[config.mk]
export PLATFORM = sky130hd
export DESIGN_NAME = eiop_top
export DESIGN_NICKNAME = d
export VERILOG_FILES = /design/src/common/eiop_pkg.sv /design/src/logic/eiop_line_group.sv /design/src/logic/eiop_top.sv
export VERILOG_INCLUDE_DIRS = /design/src /design/src/common
export SDC_FILE = /design/constraint.sdc
export NUM_CORES = 1
export LEC_CHECK = 0
export BUFFER_PORTS_ARGS = -buffer_cell sky130_fd_sc_hd__buf_2
export CAP_MARGIN = 15
export CELL_PAD_IN_SITES_DETAIL_PLACEMENT = 1
export CELL_PAD_IN_SITES_GLOBAL_PLACEMENT = 1
export CORE_MARGIN = 3
export CORE_UTILIZATION = 30
export DETAILED_ROUTE_END_ITERATION = 7
export GPL_TIMING_DRIVEN = 0
export PLACE_DENSITY = 0.61
export REMOVE_ABC_BUFFERS = 1
export SLEW_MARGIN = 20
export SYNTH_ARGS = -nofsm -noshare
export SYNTH_HDL_FRONTEND = slang
export SYNTH_SLANG_ARGS = --single-unit
[constraint.sdc]
create_clock -name clk -period 18.3 [get_ports clk]
set_clock_uncertainty 0.05 [all_clocks]
set_input_delay 0.915 -clock clk [delete_from_list [all_inputs] [get_ports clk]]
set_output_delay 0.915 -clock clk [all_outputs]
set_load 0.03 [all_outputs]
[src/common/eiop_cfg.svh]
`ifndef EIOP_CFG_SVH
`define EIOP_CFG_SVH

// ----------------------------------------
// Register byte offsets
// ----------------------------------------
`define EIOP_OFS_OUT_LO 8'h00
`define EIOP_OFS_OUT_HI 8'h04
`define EIOP_OFS_IN_LO 8'h08
`define EIOP_OFS_IN_HI 8'h0c
`define EIOP_OFS_OE_LO 8'h10
`define EIOP_OFS_OE_HI 8'h14
`define EIOP_OFS_ISR_LO 8'h18
`define EIOP_OFS_ISR_HI 8'h1c
`define EIOP_OFS_RISE_LO 8'h20
`define EIOP_OFS_RISE_HI 8'h24
`define EIOP_OFS_FALL_LO 8'h28
`define EIOP_OFS_FALL_HI 8'h2c
`define EIOP_OFS_VERSION 8'hfc

// ----------------------------------------
// Reset values and geometry
// ----------------------------------------
`define EIOP_RST_WORD 32'h0000_0000
`define EIOP_LINES 64
`define EIOP_GROUPS 8
`define EIOP_GROUP_W 8

// ----------------------------------------
// Timing: gap between output groups
// ----------------------------------------
`define EIOP_GAP_NS 15
`define EIOP_CLK_NS 8
`define EIOP_GAP_CYC ((`EIOP_GAP_NS + `EIOP_CLK_NS - 1) / `EIOP_CLK_NS)

`endif

[src/common/eiop_pkg.sv]
package eiop_pkg;

  // Register access request from the bridge's local bus
  typedef struct packed {
    logic wr;
    logic rd;
    logic [7:0] addr;
    logic [31:0] wdata;
  } eiop_req_t;

  // Staggered output update sequencer
  typedef enum logic [0:0] {
    EIOP_IDLE = 1'b0,
    EIOP_RUN = 1'b1
  } eiop_seq_t;

endpackage

[src/logic/eiop_line_group.sv]
`timescale 1ns/1ns
// One group of output lines; latches data and enables on its load strobe
module eiop_line_group #(
  parameter int W = 8
) (
  input wire logic clk,
  input wire logic rst,
  input wire logic ce,
  input wire logic load,
  input wire logic [W-1:0] din,
  input wire logic [W-1:0] oein,
  output logic [W-1:0] dout,
  output logic [W-1:0] oe
);

  // Applied pin state, changed only when this group's turn comes
  always_ff @(posedge clk or posedge rst) begin
    if (rst) begin
      dout <= '0;
      oe <= '0;
    end else if (ce && load) begin
      dout <= din;
      oe <= oein;
    end
  end

endmodule

[src/logic/eiop_top.sv]
`timescale 1ns/1ns
`include "eiop_cfg.svh"
// Summary of operation
// RULE_01: Sixty-four lines, each with a gated output buffer and an always-on input.
// RULE_02: Input path stays live, so input reads show the line even while driven.
// RULE_03: A line is driven only while its enable bit is 1; enables reset to 0.
// RULE_04: Differential build keeps the upper enable word readable and writable, driving nothing.
// RULE_05: Differential build: receivers always on, transmitters gated by their enable bit.
// RULE_06: Differential build offers thirty-two lines.
// RULE_07: Outputs change in eight groups of eight, about 15 ns apart.
// RULE_08: Every write to output or enable registers restarts the staggered update.
// RULE_09: An enabled edge sets the line's status bit; status resets to 0.
// RULE_10: Writing 1 to a status bit clears it; writing 0 leaves it.
// RULE_11: All sixty-four status bits merge onto one local interrupt.
// RULE_12: Local interrupt is active low, held while any status bit is set.
// RULE_13: Differential build reads 0 from upper status and upper input words.
// RULE_14: Rising enable bit lets a low-to-high transition set status; resets to 0.
// RULE_15: Falling enable bit lets a high-to-low transition set status; resets to 0.
// RULE_16: Differential build keeps upper edge enable words read-write but inert.
// RULE_17: A fixed read-only 32-bit version word is provided.
// RULE_18: With high pull-up, software drives high by disabling, low by enabling with 0.
// RULE_19: Enabled lines drive their bit of the 64-bit output register, reset 0.
// RULE_20: Input register returns the sampled line state, with no reset value.
// RULE_21: Registers sit at fixed offsets, status at 0x18, version at 0xfc.
// RULE_22: Inputs are synchronised before edge detection; both enables catch either edge.
// RULE_23: An edge in the same cycle as its acknowledge keeps the bit set.
module eiop_top
  import eiop_pkg::*;
#(
  parameter int LINES = `EIOP_LINES,
  parameter bit DIFF_BUILD = 1'b0,
  parameter logic [31:0] VERSION = 32'h0000_0001 // Arbitrary value
) (
  input wire logic clk,
  input wire logic rst,
  input wire logic ce,
  input wire eiop_req_t reg_req,
  output logic [31:0] reg_rdata,
  output logic reg_rvalid,
  input wire logic [LINES-1:0] io_in,
  output logic [LINES-1:0] io_out,
  output logic [LINES-1:0] io_oe,
  output logic local_irq_n
);

  localparam int HALF = LINES / 2;
  localparam int GAP = `EIOP_GAP_CYC;
  localparam logic [1:0] GAP_LAST = 2'(GAP - 1);
  localparam logic [2:0] LAST_GROUP = 3'(`EIOP_GROUPS - 1);

  // ----------------------------------------
  // Software-visible registers
  // ----------------------------------------
  logic [LINES-1:0] out_reg;
  logic [LINES-1:0] oe_reg;
  logic [LINES-1:0] rise_en;
  logic [LINES-1:0] fall_en;
  logic [LINES-1:0] status;
  logic [LINES-1:0] next_status;

  // Line sampling
  logic [LINES-1:0] in_meta;
  logic [LINES-1:0] in_sync;
  logic [LINES-1:0] in_prev;
  logic [LINES-1:0] edge_hit;
  logic [LINES-1:0] live_mask;
  logic [LINES-1:0] clr_mask;

  // Sequencer
  eiop_seq_t seq;
  logic [2:0] grp_idx;
  logic [1:0] tick;
  logic out_wr;
  logic [`EIOP_GROUPS-1:0] grp_load;

  // Write strobes
  logic wr_out_lo, wr_out_hi, wr_oe_lo, wr_oe_hi;
  logic wr_isr_lo, wr_isr_hi;
  logic wr_rise_lo, wr_rise_hi, wr_fall_lo, wr_fall_hi;

  // ----------------------------------------
  // Address decode
  // ----------------------------------------
  // Full byte-address compare; unmapped writes are dropped
  assign wr_out_lo = reg_req.wr && reg_req.addr == `EIOP_OFS_OUT_LO; // RULE_21
  assign wr_out_hi = reg_req.wr && reg_req.addr == `EIOP_OFS_OUT_HI;
  assign wr_oe_lo = reg_req.wr && reg_req.addr == `EIOP_OFS_OE_LO;
  assign wr_oe_hi = reg_req.wr && reg_req.addr == `EIOP_OFS_OE_HI;
  assign wr_isr_lo = reg_req.wr && reg_req.addr == `EIOP_OFS_ISR_LO; // RULE_21
  assign wr_isr_hi = reg_req.wr && reg_req.addr == `EIOP_OFS_ISR_HI;
  assign wr_rise_lo = reg_req.wr && reg_req.addr == `EIOP_OFS_RISE_LO;
  assign wr_rise_hi = reg_req.wr && reg_req.addr == `EIOP_OFS_RISE_HI;
  assign wr_fall_lo = reg_req.wr && reg_req.addr == `EIOP_OFS_FALL_LO;
  assign wr_fall_hi = reg_req.wr && reg_req.addr == `EIOP_OFS_FALL_HI;

  // Any output or enable write, even with unchanged data
  assign out_wr = wr_out_lo | wr_out_hi | wr_oe_lo | wr_oe_hi; // RULE_08

  // ----------------------------------------
  // Output data and enable shadows
  // ----------------------------------------
  // Upper words stay read-write in every build; masking happens at the pins
  always_ff @(posedge clk or posedge rst) begin
    if (rst) begin
      out_reg <= '0; // RULE_19
      oe_reg <= '0; // RULE_03
    end else if (ce) begin
      if (wr_out_lo) out_reg[HALF-1:0] <= reg_req.wdata;
      if (wr_out_hi) out_reg[LINES-1:HALF] <= reg_req.wdata;
      if (wr_oe_lo) oe_reg[HALF-1:0] <= reg_req.wdata;
      if (wr_oe_hi) oe_reg[LINES-1:HALF] <= reg_req.wdata; // RULE_04
    end
  end

  // ----------------------------------------
  // Edge enables
  // ----------------------------------------
  always_ff @(posedge clk or posedge rst) begin
    if (rst) begin
      rise_en <= '0; // RULE_14
      fall_en <= '0; // RULE_15
    end else if (ce) begin
      if (wr_rise_lo) rise_en[HALF-1:0] <= reg_req.wdata;
      if (wr_rise_hi) rise_en[LINES-1:HALF] <= reg_req.wdata; // RULE_16
      if (wr_fall_lo) fall_en[HALF-1:0] <= reg_req.wdata;
      if (wr_fall_hi) fall_en[LINES-1:HALF] <= reg_req.wdata; // RULE_16
    end
  end

  // ----------------------------------------
  // Input sampling
  // ----------------------------------------
  // Two flops against metastability, a third holds the previous sample
  always_ff @(posedge clk or posedge rst) begin
    if (rst) begin
      in_meta <= '0;
      in_sync <= '0;
      in_prev <= '0;
    end else if (ce) begin
      in_meta <= io_in; // RULE_02
      in_sync <= in_meta; // RULE_22
      in_prev <= in_sync;
    end
  end

  // Lines beyond the differential width have no function
  assign live_mask = DIFF_BUILD ? {{HALF{1'b0}}, {HALF{1'b1}}} : '1; // RULE_06

  // Either edge counts when both enables are set
  assign edge_hit = live_mask & ((in_sync & ~in_prev & rise_en) // RULE_14
                               | (~in_sync & in_prev & fall_en)); // RULE_15

  // ----------------------------------------
  // Interrupt status
  // ----------------------------------------
  assign clr_mask = {wr_isr_hi ? reg_req.wdata : 32'h0, wr_isr_lo ? reg_req.wdata : 32'h0};

  // Set wins over clear so a coincident event is never lost
  assign next_status = ((status & ~clr_mask) | edge_hit) & live_mask; // RULE_10 RULE_23 RULE_13

  always_ff @(posedge clk or posedge rst) begin
    if (rst) begin
      status <= '0; // RULE_09
    end else if (ce) begin
      status <= next_status; // RULE_09
    end
  end

  // One merged active-low level; a cycle of latency keeps it glitch free
  always_ff @(posedge clk or posedge rst) begin
    if (rst) begin
      local_irq_n <= 1'b1;
    end else if (ce) begin
      local_irq_n <= ~|status; // RULE_11 RULE_12
    end
  end

  // ----------------------------------------
  // Staggered output update
  // ----------------------------------------
  // Spreading the switching limits ground bounce; a new write restarts at group 0
  always_ff @(posedge clk or posedge rst) begin
    if (rst) begin
      seq <= EIOP_IDLE;
      grp_idx <= 3'h0;
      tick <= 2'h0;
    end else if (ce) begin
      if (out_wr) begin
        seq <= EIOP_RUN; // RULE_08
        grp_idx <= 3'h0;
        tick <= 2'h0;
      end else begin
        case (seq)
          EIOP_IDLE: begin
            tick <= 2'h0;
          end
          EIOP_RUN: begin
            if (tick != 2'h0) begin
              tick <= tick - 2'h1;
            end else if (grp_idx == LAST_GROUP) begin
              seq <= EIOP_IDLE;
            end else begin
              grp_idx <= grp_idx + 3'h1; // RULE_07
              tick <= GAP_LAST;
            end
          end
          default: begin
            seq <= EIOP_IDLE;
          end
        endcase
      end
    end
  end

  // ----------------------------------------
  // Line groups driving the pins
  // ----------------------------------------
  genvar g;
  generate
    for (g = 0; g < `EIOP_GROUPS; g++) begin : gen_grp
      localparam int LO = g * `EIOP_GROUP_W;
      assign grp_load[g] = (seq == EIOP_RUN) && !out_wr && tick == 2'h0 && grp_idx == 3'(g); // RULE_07
      eiop_line_group #(.W(`EIOP_GROUP_W)) u_grp (
        .clk(clk),
        .rst(rst),
        .ce(ce),
        .load(grp_load[g]),
        .din(out_reg[LO +: `EIOP_GROUP_W]), // RULE_19
        .oein(oe_reg[LO +: `EIOP_GROUP_W] & live_mask[LO +: `EIOP_GROUP_W]), // RULE_03 RULE_05
        .dout(io_out[LO +: `EIOP_GROUP_W]),
        .oe(io_oe[LO +: `EIOP_GROUP_W]) // RULE_01
      );
    end
  endgenerate

  // ----------------------------------------
  // Read path
  // ----------------------------------------
  // Data answers one cycle after the read strobe; unmapped offsets read 0
  always_ff @(posedge clk or posedge rst) begin
    if (rst) begin
      reg_rdata <= 32'h0;
      reg_rvalid <= 1'b0;
    end else if (ce) begin
      reg_rvalid <= reg_req.rd;
      case (reg_req.addr)
        `EIOP_OFS_OUT_LO: reg_rdata <= out_reg[HALF-1:0];
        `EIOP_OFS_OUT_HI: reg_rdata <= out_reg[LINES-1:HALF];
        `EIOP_OFS_IN_LO: reg_rdata <= in_sync[HALF-1:0]; // RULE_20
        `EIOP_OFS_IN_HI: reg_rdata <= in_sync[LINES-1:HALF] & live_mask[LINES-1:HALF]; // RULE_13
        `EIOP_OFS_OE_LO: reg_rdata <= oe_reg[HALF-1:0];
        `EIOP_OFS_OE_HI: reg_rdata <= oe_reg[LINES-1:HALF]; // RULE_04
        `EIOP_OFS_ISR_LO: reg_rdata <= status[HALF-1:0];
        `EIOP_OFS_ISR_HI: reg_rdata <= status[LINES-1:HALF]; // RULE_13
        `EIOP_OFS_RISE_LO: reg_rdata <= rise_en[HALF-1:0];
        `EIOP_OFS_RISE_HI: reg_rdata <= rise_en[LINES-1:HALF];
        `EIOP_OFS_FALL_LO: reg_rdata <= fall_en[HALF-1:0];
        `EIOP_OFS_FALL_HI: reg_rdata <= fall_en[LINES-1:HALF];
        `EIOP_OFS_VERSION: reg_rdata <= VERSION; // RULE_17
        default: reg_rdata <= `EIOP_RST_WORD;
      endcase
    end
  end
endmodule

==> results.py <==
metrics = {
    "floorplan": {
        "fp-row-count": 115,
        "ios": 271,
        "dieArea_um2": 104600,
        "core_um2": 99140,
        "die_h_um": 323.5,
        "start_util": 0.3050,
        "die_x_um": 323.5,
    },
    "placement": {
        "dpl.hpwl_mm": 74.33,
        "place_area_um2": 33600,
        "port_buffers": 270,
        "place.gp.congestion": 0.8190,
        "pre_cts_slack_ns": 13.61,
    },
    "critical_path": {
        "crit_fanout": 51,
        "required_ns": 18.77,
        "cp.arrival_ns": 4.53,
        "critPathCaptureType": "flip-flop",
        "crit_path_start_kind": "input port",
        "critPathKind": "input port to flip-flop",
    },
    "sta": {
        "period_needed_ns": 4.057,
        "setup_viol": 0,
        "maxSlewHeadroom": 0.2516,
        "hold_violations": 0,
        "fmax_ghz": 0.2465,
        "worstMarginPinSlew_ns": 1.123,
        "rsz0062_at_grt": "no",
        "final_max_slew_viol_count": 0,
        "fin_ws_ns": 14.24,
        "min_period_over_period": 0.2217,
    },
    "power_and_ir_drop": {
        "internal_power_mw": 2.797,
        "p_comb_frac": 0.096,
        "pwr_density_cell_nw_per_um2": 104.3,
        "ir_worst_vdd_mv": 0.05985,
        "switchingPower_mw": 0.9983,
        "seqPwrFrac": 0.462,
        "p_clk_frac": 0.442,
        "finalPower_mw": 3.796,
        "power.leakage_nw": 16.69,
        "power_switching_share": 0.2630,
    },
    "cts": {
        "numCtsBuffers": 83,
        "cts_sinks": 680,
        "insertion_delay_ns": 0.66,
        "h-tree-depth": 3,
        "path_clk_slew_ns": 0.06,
        "cts.repair.resized": 0,
        "cts_setup_buffers": 0,
        "cts_tree": "yes",
        "ctsHoldBuffers": 0,
        "clockBufferDepth": 3,
        "clock-root-buffer": "clkbuf_16",
    },
    "route": {
        "ant_nets": 0,
        "vias": 20800,
        "drt_iter0_drc": 1465,
        "dr.pass1.iters": 5,
        "wire_per_inst_um": 28.05,
        "vias_per_cell": 5.397,
        "drt-total-wl_mm": 108.1,
        "drc": 0,
    },
    "yosys": {
        "syn_inst": 2242,
        "yosysUniqueCellTypes": 63,
        "syn_area_um2": 30240,
        "yosysWarningCount": 0,
        "synth_top_flop_cell": "dfrtp_1",
        "syn_area_per_cell_um2": 13.49,
        "synth_edf_count": 0,
        "async_reset_ff_frac": 1.000,
        "ys_seq_elements": 680,
        "seq_area_frac_synth": 0.5628,
    },
    "global_routing": {
        "gr-total-overflow": 0,
        "grt_pass1_vias": 22370,
        "grt_max_degree": 103,
        "grtUsageTotal": 0.2048,
        "grt_pass1_wl_mm": 157.2,
        "antenna_found_initial": 10,
    },
    "layout": {
        "area_growth_pct": 20.38,
        "stdcell_area_um2": 36400,
        "final_nets": 2608,
        "drive_gt1_frac": 0.4180,
    },
    "job": {
        "drv_cap": 0,
    },
    "min_path": {
        "min_path_type": "input port to asynchronous set/reset pin",
    },
    "run_status": {
        "status": "finished, final reports clean",
    },
}
[layer usage]
| layer | wire length, um | vias up | track usage | share of wire |
|---|---|---|---|---|
| li1 | - | 8845 | - | - |
| met1 | 46970 | 11110 | 0.2691 | 0.43 |
| met2 | 50280 | 633 | 0.3287 | 0.47 |
| met3 | 6610 | 214 | 0.04649 | 0.061 |
| met4 | 4221 | 4 | 0.07971 | 0.039 |
| met5 | 34 | - | 0 | 0.00031 |
[kinds of logic after synthesis]
kind of cell	synth area share
buffers and inverters	0.03286
AND/OR/NAND/NOR	0.06878
flip-flops	0.5628
multiplexers	0.2470
adder cells (fa/ha/maj)	0.002483
AO/OA/AOI/OAI	0.08608
[final timing paths]
path / slack (ns) / end / startpoint / cells past startpoint
setup / recovery: 14.24 / out_reg[44] / reg_req[34] / 7
hold / removal: 0.23 / gen_grp[5].u_grp.oe[3] / rst / 2
setup reg to reg: 15.70 / local_irq_n / status[57] / 4
hold reg to reg: 0.43 / reg_rdata[19] / reg_rdata[19] / 1
max in group asynchronous: 16.32 / in_prev[26] / rst / 5
min in group clk: 0.43 / reg_rdata[19] / reg_rdata[19] / 1
[critical path, stage by stage]
cell    delay, ns
buf_8        0.43
buf_16       0.32
or4b_1       0.82
nor2_8       0.69
and3_4       0.49
buf_12       0.30
mux2_2       0.37
[Yosys cell counts (all sizes together) (12+ instances only)]
cell type | n | area (um^2)
dfrtp | 679 | 16990
mux2 | 600 | 6756
nand2 | 164 | 615.6
buf | 115 | 768.2
o21ai | 79 | 395.4
a22o | 78 | 683.2
nand3b | 68 | 510.5
a22oi | 59 | 442.9
clkbuf | 48 | 180.2
mux2i | 44 | 440.4
o2bb2ai | 40 | 350.3
nor2 | 33 | 201.4
nor4 | 21 | 143.9
nand3 | 19 | 107.6
nor3 | 19 | 111.4
a21oi | 18 | 90.09
o22ai | 18 | 112.6
inv | 12 | 45.04
mux4 | 12 | 270.3
[metrics by stage]
step           hold slack (ns)  cells  utilization  setup TNS [ns]
3_5_place_dp            0.4225   3695       0.3390               0
2_1_floorplan           0.4225   2079            -        -1172.27
4_1_cts                 0.1979   3847       0.3669               0
5_1_grt                 0.2297   3849       0.3670               0
6_report                0.2316   3854       0.3671               0
3_3_place_gp            0.4159   3636       0.3253        -6285.82
[power by group through the flow]
stage                     logic [mW]  registers (mW)  clock network (mW)
final                          0.364            1.75                1.68
after global routing           0.395            1.77                1.78
after CTS                      0.370            1.75                1.72
after detailed placement       0.368            1.78                   0
after global placement         0.342            1.77                   0
after floorplan                0.207            1.73                   0
[layout make-up]
type                    count  area [um^2]
fillers                 10330        62740
flip-flops and latches    680        17020
clock buffers             121         2411
inverters                  12        52.55
clock inverters            31        364.1
well taps                1287         1610
diodes                      7        17.52
repair buffers            329         2527
multi-input cells        1387        12400
[placed cells by master, fill, tap and decap left out, types with 51 or more instances in the layout]
cell type,n
dfrtp_1,679
o21ai_0,78
mux2_1,51
clkbuf_16,84
a22o_1,78
nand2_1,162
a22oi_1,59
nand3b_1,68
buf_2,269
mux2_2,549
Power figures use the tool's default switching activity.
